`src/shared/cfr_pkg.sv`:
```
package cfr_pkg;
	// Register groups, selected by address bits 8:5; the low five bits pick the FIFO.
	localparam int CFR_ADDR_W = 9;
	localparam logic [3:0] CFR_GRP_GLOBAL = 4'h0;
	localparam logic [3:0] CFR_GRP_CFG = 4'h1;
	localparam logic [3:0] CFR_GRP_BASE = 4'h2;
	localparam logic [3:0] CFR_GRP_USER_ADDR = 4'h3;
	localparam logic [3:0] CFR_GRP_MSG_INDEX = 4'h4;
	localparam logic [3:0] CFR_GRP_FILTER_ID = 4'h5;
	// Word indices inside the global group.
	localparam logic [4:0] CFR_IDX_CTRL = 5'h00;
	localparam logic [4:0] CFR_IDX_FILTER_ON = 5'h01;
	localparam logic [4:0] CFR_IDX_SW_ADVANCE = 5'h02;
	// Field positions.
	localparam int CFR_CTRL_CONFIG_BIT = 0;
	localparam int CFR_CFG_TX_BIT = 0;
	localparam int CFR_CFG_LAST_LSB = 8;
	localparam int CFR_INDEX_W = 5;
	localparam logic [31:0] CFR_ALIGN_MASK = 32'hffff_fffc;
	// Reset values.
	localparam logic CFR_CONFIG_RST = 1'b1;
	localparam logic [4:0] CFR_LAST_RST = 5'h1f;
	localparam logic [31:0] CFR_ZERO = 32'h0000_0000;
	// Bus answer states.
	typedef enum logic [0:0]
	{
		CFR_BUS_WAIT = 1'b0,
		CFR_BUS_DONE = 1'b1
	} cfr_bus_e;
endpackage

```
`src/rtl/cfr_fifo_readback.sv`:
```
// Overview of operation
// - Each of 32 FIFOs has a read-only 32-bit user address set by hardware.
// - Transmit FIFO user address returns the head, where software writes next message.
// - Receive FIFO user address returns the tail, the next message for software.
// - User address bits 1 and 0 always read zero.
// - Each FIFO has a read-only 5-bit message index; bits 31 to 5 read zero.
// - Transmit FIFO message index names the slot to be transmitted next.
// - Receive FIFO message index names the slot for the next accepted message.
// - Filter identifier writes take effect only while that filter is disabled.
module cfr_fifo_readback #(
	parameter int NUM_FIFOS = 32,
	parameter logic [31:0] MSG_BYTES = 32'h0000_0010
)(
	// Clock and reset.
	input wire logic clk,
	input wire logic arst_n,
	// Avalon-MM slave.
	input wire logic [cfr_pkg::CFR_ADDR_W-1:0] avs_address,
	input wire logic avs_read,
	input wire logic avs_write,
	input wire logic [31:0] avs_writedata,
	output logic [31:0] avs_readdata,
	output logic avs_waitrequest,
	// Message engine side.
	input wire logic can_advance,
	input wire logic [4:0] can_fifo,
	// Controller state for the message engine.
	output logic config_mode,
	output logic [31:0] acceptance_filter_on
);
	import cfr_pkg::*;

	logic [1:0] rst_sync_r;
	logic rst_n;
	cfr_bus_e bus_r;
	logic [31:0] readdata_r;
	logic wait_r;
	logic config_r;
	logic [31:0] filter_on_r;
	logic [31:0] filter_id_r [NUM_FIFOS];
	logic tx_sel_r [NUM_FIFOS];
	logic [4:0] last_r [NUM_FIFOS];
	logic [31:0] base_r [NUM_FIFOS];
	logic [4:0] user_idx_r [NUM_FIFOS];
	logic [4:0] can_idx_r [NUM_FIFOS];

	// Next slot with wrap after the last slot of the FIFO.
	function automatic logic [4:0] next_slot(input logic [4:0] cur, input logic [4:0] last);
		next_slot = (cur == last) ? 5'h00 : cur + 5'h01;
	endfunction

	// Byte address of a slot; messages are word aligned whatever base is written.
	function automatic logic [31:0] slot_addr(input logic [31:0] base, input logic [4:0] slot);
		logic [31:0] off;
		off = MSG_BYTES * {27'h0000000, slot};
		slot_addr = (base + off) & CFR_ALIGN_MASK;
	endfunction

	// The reset is released through two flops so that its removal is clean.
	// Only the second flop is read, so every register leaves reset on the same edge.
	always_ff @(posedge clk or negedge arst_n)
	begin
		if (!arst_n)
			rst_sync_r <= 2'h0;
		else
			rst_sync_r <= {rst_sync_r[0], 1'b1};
	end
	assign rst_n = rst_sync_r[1];

	// Address decode.
	wire [3:0] grp = avs_address[8:5];
	wire [4:0] sel = avs_address[4:0];
	wire req = avs_read | avs_write;
	wire wr_take = avs_write & (bus_r == CFR_BUS_DONE);
	wire sel_ok = 32'(sel) < NUM_FIFOS;
	wire wr_ctrl = wr_take & (grp == CFR_GRP_GLOBAL) & (sel == CFR_IDX_CTRL);
	wire wr_fon = wr_take & (grp == CFR_GRP_GLOBAL) & (sel == CFR_IDX_FILTER_ON);
	wire wr_adv = wr_take & (grp == CFR_GRP_GLOBAL) & (sel == CFR_IDX_SW_ADVANCE);
	wire wr_cfg = wr_take & (grp == CFR_GRP_CFG) & sel_ok & config_r;
	wire wr_base = wr_take & (grp == CFR_GRP_BASE) & sel_ok & config_r;
	wire wr_fid = wr_take & (grp == CFR_GRP_FILTER_ID) & sel_ok & !filter_on_r[sel];
	wire [4:0] adv_sel = avs_writedata[4:0];
	wire adv_ok = 32'(adv_sel) < NUM_FIFOS;
	wire can_ok = 32'(can_fifo) < NUM_FIFOS;

	// Per-FIFO readback values.
	// In configuration mode every pointer is held at slot zero, so the user address reads
	// back the base; software must not rely on it until configuration mode is left.
	wire [4:0] sel_c = sel_ok ? sel : 5'h00;
	wire [31:0] user_addr_val = slot_addr(base_r[sel_c], user_idx_r[sel_c]);
	wire [31:0] msg_index_val = {27'h0000000, can_idx_r[sel_c]};
	wire [31:0] cfg_val = {19'h00000, last_r[sel_c], 7'h00, tx_sel_r[sel_c]};

	// Unmapped addresses read as zero and ignore writes.
	logic [31:0] rd_val;
	always_comb
	begin
		rd_val = CFR_ZERO;
		case (grp)
			CFR_GRP_GLOBAL:
			begin
				if (sel == CFR_IDX_CTRL)
					rd_val = {31'h00000000, config_r};
				else if (sel == CFR_IDX_FILTER_ON)
					rd_val = filter_on_r;
			end
			CFR_GRP_CFG:
				rd_val = sel_ok ? cfg_val : CFR_ZERO;
			CFR_GRP_BASE:
				rd_val = sel_ok ? base_r[sel_c] : CFR_ZERO;
			CFR_GRP_USER_ADDR:
				rd_val = sel_ok ? user_addr_val : CFR_ZERO;
			CFR_GRP_MSG_INDEX:
				rd_val = sel_ok ? msg_index_val : CFR_ZERO;
			CFR_GRP_FILTER_ID:
				rd_val = sel_ok ? filter_id_r[sel_c] : CFR_ZERO;
			default:
				rd_val = CFR_ZERO;
		endcase
	end

	// One wait cycle per access: waitrequest drops the cycle after the request is seen.
	// Waitrequest has a flop of its own so that the pin carries no decode glitch.
	always_ff @(posedge clk or negedge rst_n)
	begin
		if (!rst_n)
		begin
			bus_r <= CFR_BUS_WAIT;
			wait_r <= 1'b1;
			readdata_r <= CFR_ZERO;
		end
		else
		begin
			case (bus_r)
				CFR_BUS_WAIT:
				begin
					if (req)
					begin
						bus_r <= CFR_BUS_DONE;
						wait_r <= 1'b0;
					end
					if (avs_read)
						readdata_r <= rd_val;
				end
				CFR_BUS_DONE:
				begin
					bus_r <= CFR_BUS_WAIT;
					wait_r <= 1'b1;
				end
				default:
				begin
					bus_r <= CFR_BUS_WAIT;
					wait_r <= 1'b1;
				end
			endcase
		end
	end

	// Global control.
	always_ff @(posedge clk or negedge rst_n)
	begin
		if (!rst_n)
		begin
			config_r <= CFR_CONFIG_RST;
			filter_on_r <= CFR_ZERO;
		end
		else
		begin
			if (wr_ctrl)
				config_r <= avs_writedata[CFR_CTRL_CONFIG_BIT];
			if (wr_fon)
				filter_on_r <= avs_writedata;
		end
	end

	// Per-FIFO storage. Configuration mode holds every pointer at the first slot, so
	// layout changes made there never leave a pointer beyond the new last slot.
	for (genvar i = 0; i < NUM_FIFOS; i++)
	begin : g_fifo
		wire hit = sel == 5'(i);
		wire sw_step = wr_adv & adv_ok & (adv_sel == 5'(i)) & !config_r;
		wire can_step = can_advance & can_ok & (can_fifo == 5'(i)) & !config_r;
		always_ff @(posedge clk or negedge rst_n)
		begin
			if (!rst_n)
			begin
				tx_sel_r[i] <= 1'b0;
				last_r[i] <= CFR_LAST_RST;
				base_r[i] <= CFR_ZERO;
				filter_id_r[i] <= CFR_ZERO;
				user_idx_r[i] <= 5'h00;
				can_idx_r[i] <= 5'h00;
			end
			else
			begin
				if (wr_cfg && hit)
				begin
					tx_sel_r[i] <= avs_writedata[CFR_CFG_TX_BIT];
					last_r[i] <= avs_writedata[CFR_CFG_LAST_LSB +: CFR_INDEX_W];
				end
				if (wr_base && hit)
					base_r[i] <= avs_writedata & CFR_ALIGN_MASK;
				if (wr_fid && hit)
					filter_id_r[i] <= avs_writedata;
				if (config_r)
					user_idx_r[i] <= 5'h00;
				else if (sw_step)
					user_idx_r[i] <= next_slot(user_idx_r[i], last_r[i]);
				if (config_r)
					can_idx_r[i] <= 5'h00;
				else if (can_step)
					can_idx_r[i] <= next_slot(can_idx_r[i], last_r[i]);
			end
		end
	end

	assign avs_readdata = readdata_r;
	assign avs_waitrequest = wait_r;
	assign config_mode = config_r;
	assign acceptance_filter_on = filter_on_r;
endmodule

```
`config.mk`:
```
export PLATFORM = sky130hd
export DESIGN_NAME = cfr_fifo_readback
export DESIGN_NICKNAME = d
export VERILOG_FILES = /design/src/shared/cfr_pkg.sv /design/src/rtl/cfr_fifo_readback.sv
export SDC_FILE = /design/constraint.sdc
export NUM_CORES = 2
export LEC_CHECK = 0
export BUFFER_PORTS_ARGS = -buffer_cell sky130_fd_sc_hd__buf_2
export CORE_MARGIN = 2
export CORE_UTILIZATION = 40
export DETAILED_ROUTE_END_ITERATION = 12
export PLACE_DENSITY_LB_ADDON = 0.12
export SETUP_SLACK_MARGIN = 0.05
export SYNTH_ARGS = -nofsm -noshare
export SYNTH_HDL_FRONTEND = slang
export SYNTH_SLANG_ARGS = --single-unit
```
`constraint.sdc`:
```
create_clock -name clk -period 147.9 [get_ports clk]
set_input_delay 22.185 -clock clk [delete_from_list [all_inputs] [get_ports clk]]
set_output_delay 22.185 -clock clk [all_outputs]
set_load 0.1 [all_outputs]
```
After elaboration in Yosys (flattened, before gate mapping):

Cells that the tools add are included.

* register bits after elaboration: 2565
* bits of input ports: 51
* output and inout bits: 66
* word-level logic and storage cells: 956

* add/subtract/negate cells: 65
* order comparisons: 2
* equal/unequal tests: 163
* mux-type cells: 219
* bitwise logic cells: 142
* reductions and logical operators: 167

Operator list (number)
* 5-bit 2-to-1 mux: 198
* 5-bit by 1-bit adder with 5-bit output (second input constant): 64
* 32-bit binary-select mux with 5-bit select: 2
* 5-bit equality test: 64
* 5-bit equality test (second input constant): 48
* 32-bit 2-to-1 mux: 6
* 32-bit one-hot mux with 6 select lines: 1
* 1-bit bitwise AND: 139
* 2-bit nonzero test: 64
* 5-bit by 4-bit equality test with 1-bit output (second input constant): 24
* 1-bit logical AND: 96
* 5-bit binary-select mux with 5-bit select: 3
* 5-bit by 3-bit equality test with 1-bit output (second input constant): 12
* 32-bit by 9-bit adder with 32-bit output: 1
* 5-bit by 2-bit equality test with 1-bit output (second input constant): 6
* 5-bit by 1-bit equality test with 1-bit output (second input constant): 3
* 5-bit zero test: 3
* 1-bit binary-select mux with 5-bit select: 2
* 4-bit by 2-bit equality test with 1-bit output (second input constant): 2
* 4-bit by 3-bit equality test with 1-bit output (second input constant): 2
* 6-bit greater-or-equal comparator (second input constant): 1
* 5-bit by 6-bit < comparator with 1-bit output (second input constant): 1
* 5-bit inverter with 6-bit output: 1
* 1-bit 2-to-1 mux: 5
* other kinds (8): 10

Longest topological paths before layout:

* depth after elaboration: 7
* gate-level depth with buffers: 24
* mapped depth without buffers: 14

Worst setup path after synthesis:

No wires, ideal clock.

* path kind: input-to-reg
* start: in avs_address[0] (netlist bit)
* end: reg readdata_r[12] (netlist: avs_readdata[12])
* data arrival time: 26.752 ns
* path slack: 121.015 ns
* cell stages on the path: 21
* path buffers: 8
* cell sequence: buf_4 > buf_6 > buf_4 > buf_4 > buf_2 > buf_2 > buf_2 > buf_2 > mux4_2 > mux4_2 > nand2_1 > nand2_1 > ha_1 > fa_1 > a21oi_1 > o21bai_1 > a21oi_1 > nor2_1 > xor2_1 > a311oi_1 > o21ai_0

* cells in the longest elaborated chain, start to end: 6
* elaborated cells on any way between the ends: 19

RTL lines
* start, declared: RTL line cfr_fifo_readback.sv:18 `input wire logic [cfr_pkg::CFR_ADDR_W-1:0] avs_address,`
* 5-bit inverter with 6-bit output (not written as such)
* 32-bit binary-select mux with 5-bit select / 5-bit binary-select mux with 5-bit select (equally long branches): RTL line cfr_fifo_readback.sv:90, cfr_fifo_readback.sv:110
* 32-bit 2-to-1 mux (not written as such) / 5-bit 2-to-1 mux (equally long branches) (2 in series): RTL line cfr_fifo_readback.sv:90, cfr_fifo_readback.sv:110
* 32-bit by 9-bit adder with 32-bit output: RTL line cfr_fifo_readback.sv:56 `slot_addr = (base + off) & CFR_ALIGN_MASK;`
* 32-bit one-hot mux with 6 select lines *: RTL line cfr_fifo_readback.sv:99 `case (grp)`
* end signal, assigned: RTL line cfr_fifo_readback.sv:143 `readdata_r <= rd_val;`
* end, declared: RTL line cfr_fifo_readback.sv:36 `logic [31:0] readdata_r;`

Every way passes the cells marked *; elsewhere a longest branch is shown, timed or not. The select of a mux whose other input is x is not followed.
A chain may end at the register's enable or synchronous reset.

Worst setup path in the final report:

* start: in avs_address[1] (netlist bit)
* end: reg readdata_r[30] (netlist: avs_readdata[30])

* cells in the longest elaborated chain, start to end: 6
* elaborated cells on any way between the ends: 16

RTL lines (RTL line)
* 5-bit inverter with 6-bit output (not written as such): cfr_fifo_readback.sv:90, cfr_fifo_readback.sv:110, cfr_fifo_readback.sv:116
* 32-bit binary-select mux with 5-bit select / 5-bit binary-select mux with 5-bit select (equally long branches): cfr_fifo_readback.sv:90, cfr_fifo_readback.sv:110
* 32-bit 2-to-1 mux (not written as such) / 5-bit 2-to-1 mux (equally long branches) (2 in series): cfr_fifo_readback.sv:90, cfr_fifo_readback.sv:110
* 32-bit by 9-bit adder with 32-bit output: cfr_fifo_readback.sv:56
* 32-bit one-hot mux with 6 select lines *: cfr_fifo_readback.sv:99

Marks and branches as above.

==> metrics.md <==
| Metric | Value |
|---|---|
| Multiplexer share of the synthesized area | 0.3433 |
| Critical path cell sequence | buf_8, buf_12, buf_4, mux4_2, mux4_2, nand2_1, nand2_1, ha_1, fa_1, a21oi_1, o21bai_1, a21oi_1, nor3_1, nand4_1, xor2_1, o21ai_1 |
| Synthesis-to-layout area growth | 11.30% |
| Die area | between 300000 and 400000 um^2 |
| CTS Hold Bufs | 0 |
| Slowest CP cell | buf_4 |
| Std cell rows | 205 |
| Count of buffers added by post-CTS timing repair for setup | 0 |
| Fraction of final layout cells sized beyond drive strength 1 | 0.4479 |
| Number of antenna violations at the first check in global routing | 18 |
| Post-synthesis cell type with the largest combined area | dfrtp_1 |
| Number of enable flip-flop cells after synthesis | 0 |
| Worst Reg2Reg Path Length in Cells | 7 |
| Compound-cell area share of the yosys netlist | 0.03831 |
| Horiz. Die Dim | between 500 and 600 um |
| Worst flop-to-flop path endpoint | can_idx_r[6] |
| Fraction of the yosys area taken by sequential cells | 0.5123 |
| Final-layout setup total negative slack | 0 ns |
| Crit path to | avs_readdata[30] |
| Worst-path clk slew | approximately 0.060 ns |
| Floorplan Core Area | 312200 um^2 |
| Logic depth of the worst path, buffers included | 16 |
| Resized cells post-CTS | 0 |
| Final setup violation count | 0 |
| Routed wire length | between 300000 and 400000 um |
| Final net count | approximately 8.8k |
| DP Cell Count | around 13k |
| Remaining antenna violation count | 0 |
| F_max | around 37 MHz |
| DR WL/cell | slightly above 30 um |
| Number of DRC markers in iteration 0 | 5949 |
| Net count of the mapped netlist | around 8.9k |
| Leakage | 0.06557 uW |
| Drt pass-1 iters | 7 |
| Unrepaired setup endpoints after global routing | false |
| Placed wire-length estimate | 248100 um |
| Top Family by Delay on Critical Path | buffers and inverters |
| Worst EP arrival | 27.96 ns |
| Adder and majority gate portion of the synthesized area | 0.007028 |
| Worst slew margin relative to its limit | 0.1155 |
| Overflow left after global routing | 0 |
| Maximum vdd ir drop | between 0.009 and 0.01 mV |
| Worst-case hold slack | ~0.35 ns |
| Least-Margin Pin Slew | 1.322 ns |
| Reported max-cap violation count | 0 |
| Sink count of the clock tree | around 2.6k |
| Count of final hold-check violations | 0 |
| Maximum fanout count along the critical path | between 100 and 150 |
| Buffer type at the clock tree root | clkbuf_16 |
| Number of buffers on the longest clock path | 4 |
| Source-to-sink clock delay at the later pin of the worst-skew pair | slightly below 0.9 ns |
| Power per standard cell area | around 11 nW/um^2 |
| # IOs | ~120 |
| Total number of vias | roughly 77k |
| Critical path buffer and inverter count | 3 |
| Post-synthesis instance area | 125700 um^2 |
| Number of pins with negative max-slew slack in the final report | 0 |
| Critical path type | input port to flop |
| Period utilization | 0.1842 |
| Routability-driven placement congestion ratio | about 0.87 |
| Clock period minus worst slack | 27.25 ns |
| Area share of xor/xnor cells in the synthesized design | 0.02697 |
| Clock tree from TritonCTS | yes |
| Most frequent cells in the layout | 2402 x dfrtp_1, 2014 x mux2_2, 692 x mux4_2 |
| Critical Path Start | avs_address[1] |
| Effective utilization at floorplan | 0.4027 |
| Area fraction in and, or, nand and nor cells after synthesis | 0.04439 |
| Worst Setup End Kind | flop |
| Vias per cell | 5.912 |
| Most frequently used flop master after synthesis | dfrtp_1 |
| Remaining routing DRC violations | 0 |
| Commonest non-fill, non-tap cell in the layout | dfrtp_1 |
| Critical Path Start Type | input port |
| Final setup skew | between 0.04 and 0.05 ns |
| Final non-filler cell total | approximately 13k |
| Maximum number of pins on one net before global-route repair | 177 |
| Number of buffers created by CTS | approximately 300 |
| Die H | ~560 um |
| Required time reported for the critical path endpoint | between 100 and 150 ns |
| Count of distinct cell types in the synthesized netlist | 77 |
| Largest family of logic cells by synthesized area | multiplexers |
| Number of synthesized register bits | ~2.6k |
| Via count of the first global-routing pass | around 80k |
| Global-route wire length before repair | 584900 um |
| Min-delay worst type | flop to flop |
| Most area-consuming cells after synthesis | dfrtp_1 48%, mux2_2 18%, mux4_2 12% |
| Worst flop-to-flop path startpoint | rst_sync_r[1] |
| Portion of synthesized cell area occupied by the leading cell type | 0.4784 |
| Share of synthesized registers carrying an async set or reset | 1.000 |
| Port Buffer Count | between 100 and 150 |
| Register-to-register setup slack | around 140 ns |
| Synthesized netlist cell count | 8776 |
| Worst stage delay on the critical path | about 0.71 ns |
| All-layer global routing usage | 0.2502 |
| Max H-tree Level | 5 |
| Count of synthesis-stage warnings from yosys | 0 |
| Synthesized area divided by synthesized cell count | 14.32 um^2 |
| Status | completed |
[state kept, by name, summed over array words and instances, names as in the netlist, 2 cells and up]
register              flops
acceptance_filter_on     32
avs_readdata             32
base_r                  960
can_idx_r               160
filter_id_r            1024
last_r                  160
rst_sync_r                2
tx_sel_r                 32
user_idx_r              160
[worst min path at each step]
stage	startpoint	end	slack, ns	cells after the start
after floorplan	rst_sync_r[0]	rst_sync_r[1]	0.33	0
after global placement	rst_sync_r[0]	rst_sync_r[1]	0.34	0
after detailed placement	rst_sync_r[0]	rst_sync_r[1]	0.33	0
after CTS	rst_sync_r[0]	rst_sync_r[1]	0.35	0
after global routing	rst_sync_r[0]	rst_sync_r[1]	0.37	0
final	rst_sync_r[0]	rst_sync_r[1]	0.35	0
[metal layers]
metal	wire length [um]	global-route usage
met1	177400	0.3483
met2	190700	0.4065
met3	16480	0.03077
met4	14190	0.08193
met5	13	0
[layout make-up]
type                       count  area (um^2)
fill                       27680       172300
sequential                  2565        64400
multi-input combinational   5460        58320
clock buffer                 442         8713
tap                         4140         5180
timing repair buffer         307         2187
clock inverter                77        885.9
inverter                      50        197.7
antenna                        6        15.01
[kinds of logic (layout without fill, tap and decap cells)]
kind of cell               count (synthesis)  count (layout)
buffers and inverters                    751             876
and+or+nand+nor                         1181            1181
adders and majority gates                 70              70
xor gates and xnor gates                 387             387
other                                      1               7
muxes                                   3083            3083
DFF                                     2565            2565
AOI/OAI and AO/OA                        738             738
[cell usage after synthesis, drive strengths merged (38+ instances only)]
| master | instances |
|---|---|
| nor4 | 38 |
| a21oi | 115 |
| mux2i | 140 |
| nor2 | 280 |
| nor2b | 61 |
| dfrtp | 2403 |
| clkbuf | 347 |
| inv | 50 |
| nand3 | 209 |
| o21ai | 292 |
| ha | 69 |
| xor2 | 208 |
| a31o | 55 |
| a22o | 76 |
| buf | 354 |
| nand2 | 375 |
| mux4 | 694 |
| mux2 | 2249 |
| dfstp | 162 |
| nor3 | 92 |
| xnor2 | 179 |
[per-stage QoR]
stage                     cell area (um^2)    util  worst slack, ns  power (uW)
after CTS                           139900  0.4481           120.76        1556
after floorplan                     125700       -            71.39       786.0
after global placement              130300  0.4173           119.87       813.8
after global routing                139900  0.4481           120.46        1589
final                               139900  0.4481           120.65        1537
after detailed placement            130300  0.4173           119.90       815.7
[report_power, final]
| part | switching, uW | leakage (uW) | total (uW) | internal (uW) |
|---|---|---|---|---|
| Sequential | 6.85 | 0.0350 | 715 | 708 |
| Clock | 302 | 0.00474 | 735 | 432 |
| Combinational | 61.4 | 0.0258 | 86.6 | 25.1 |
(Power assumes the default switching activity.)
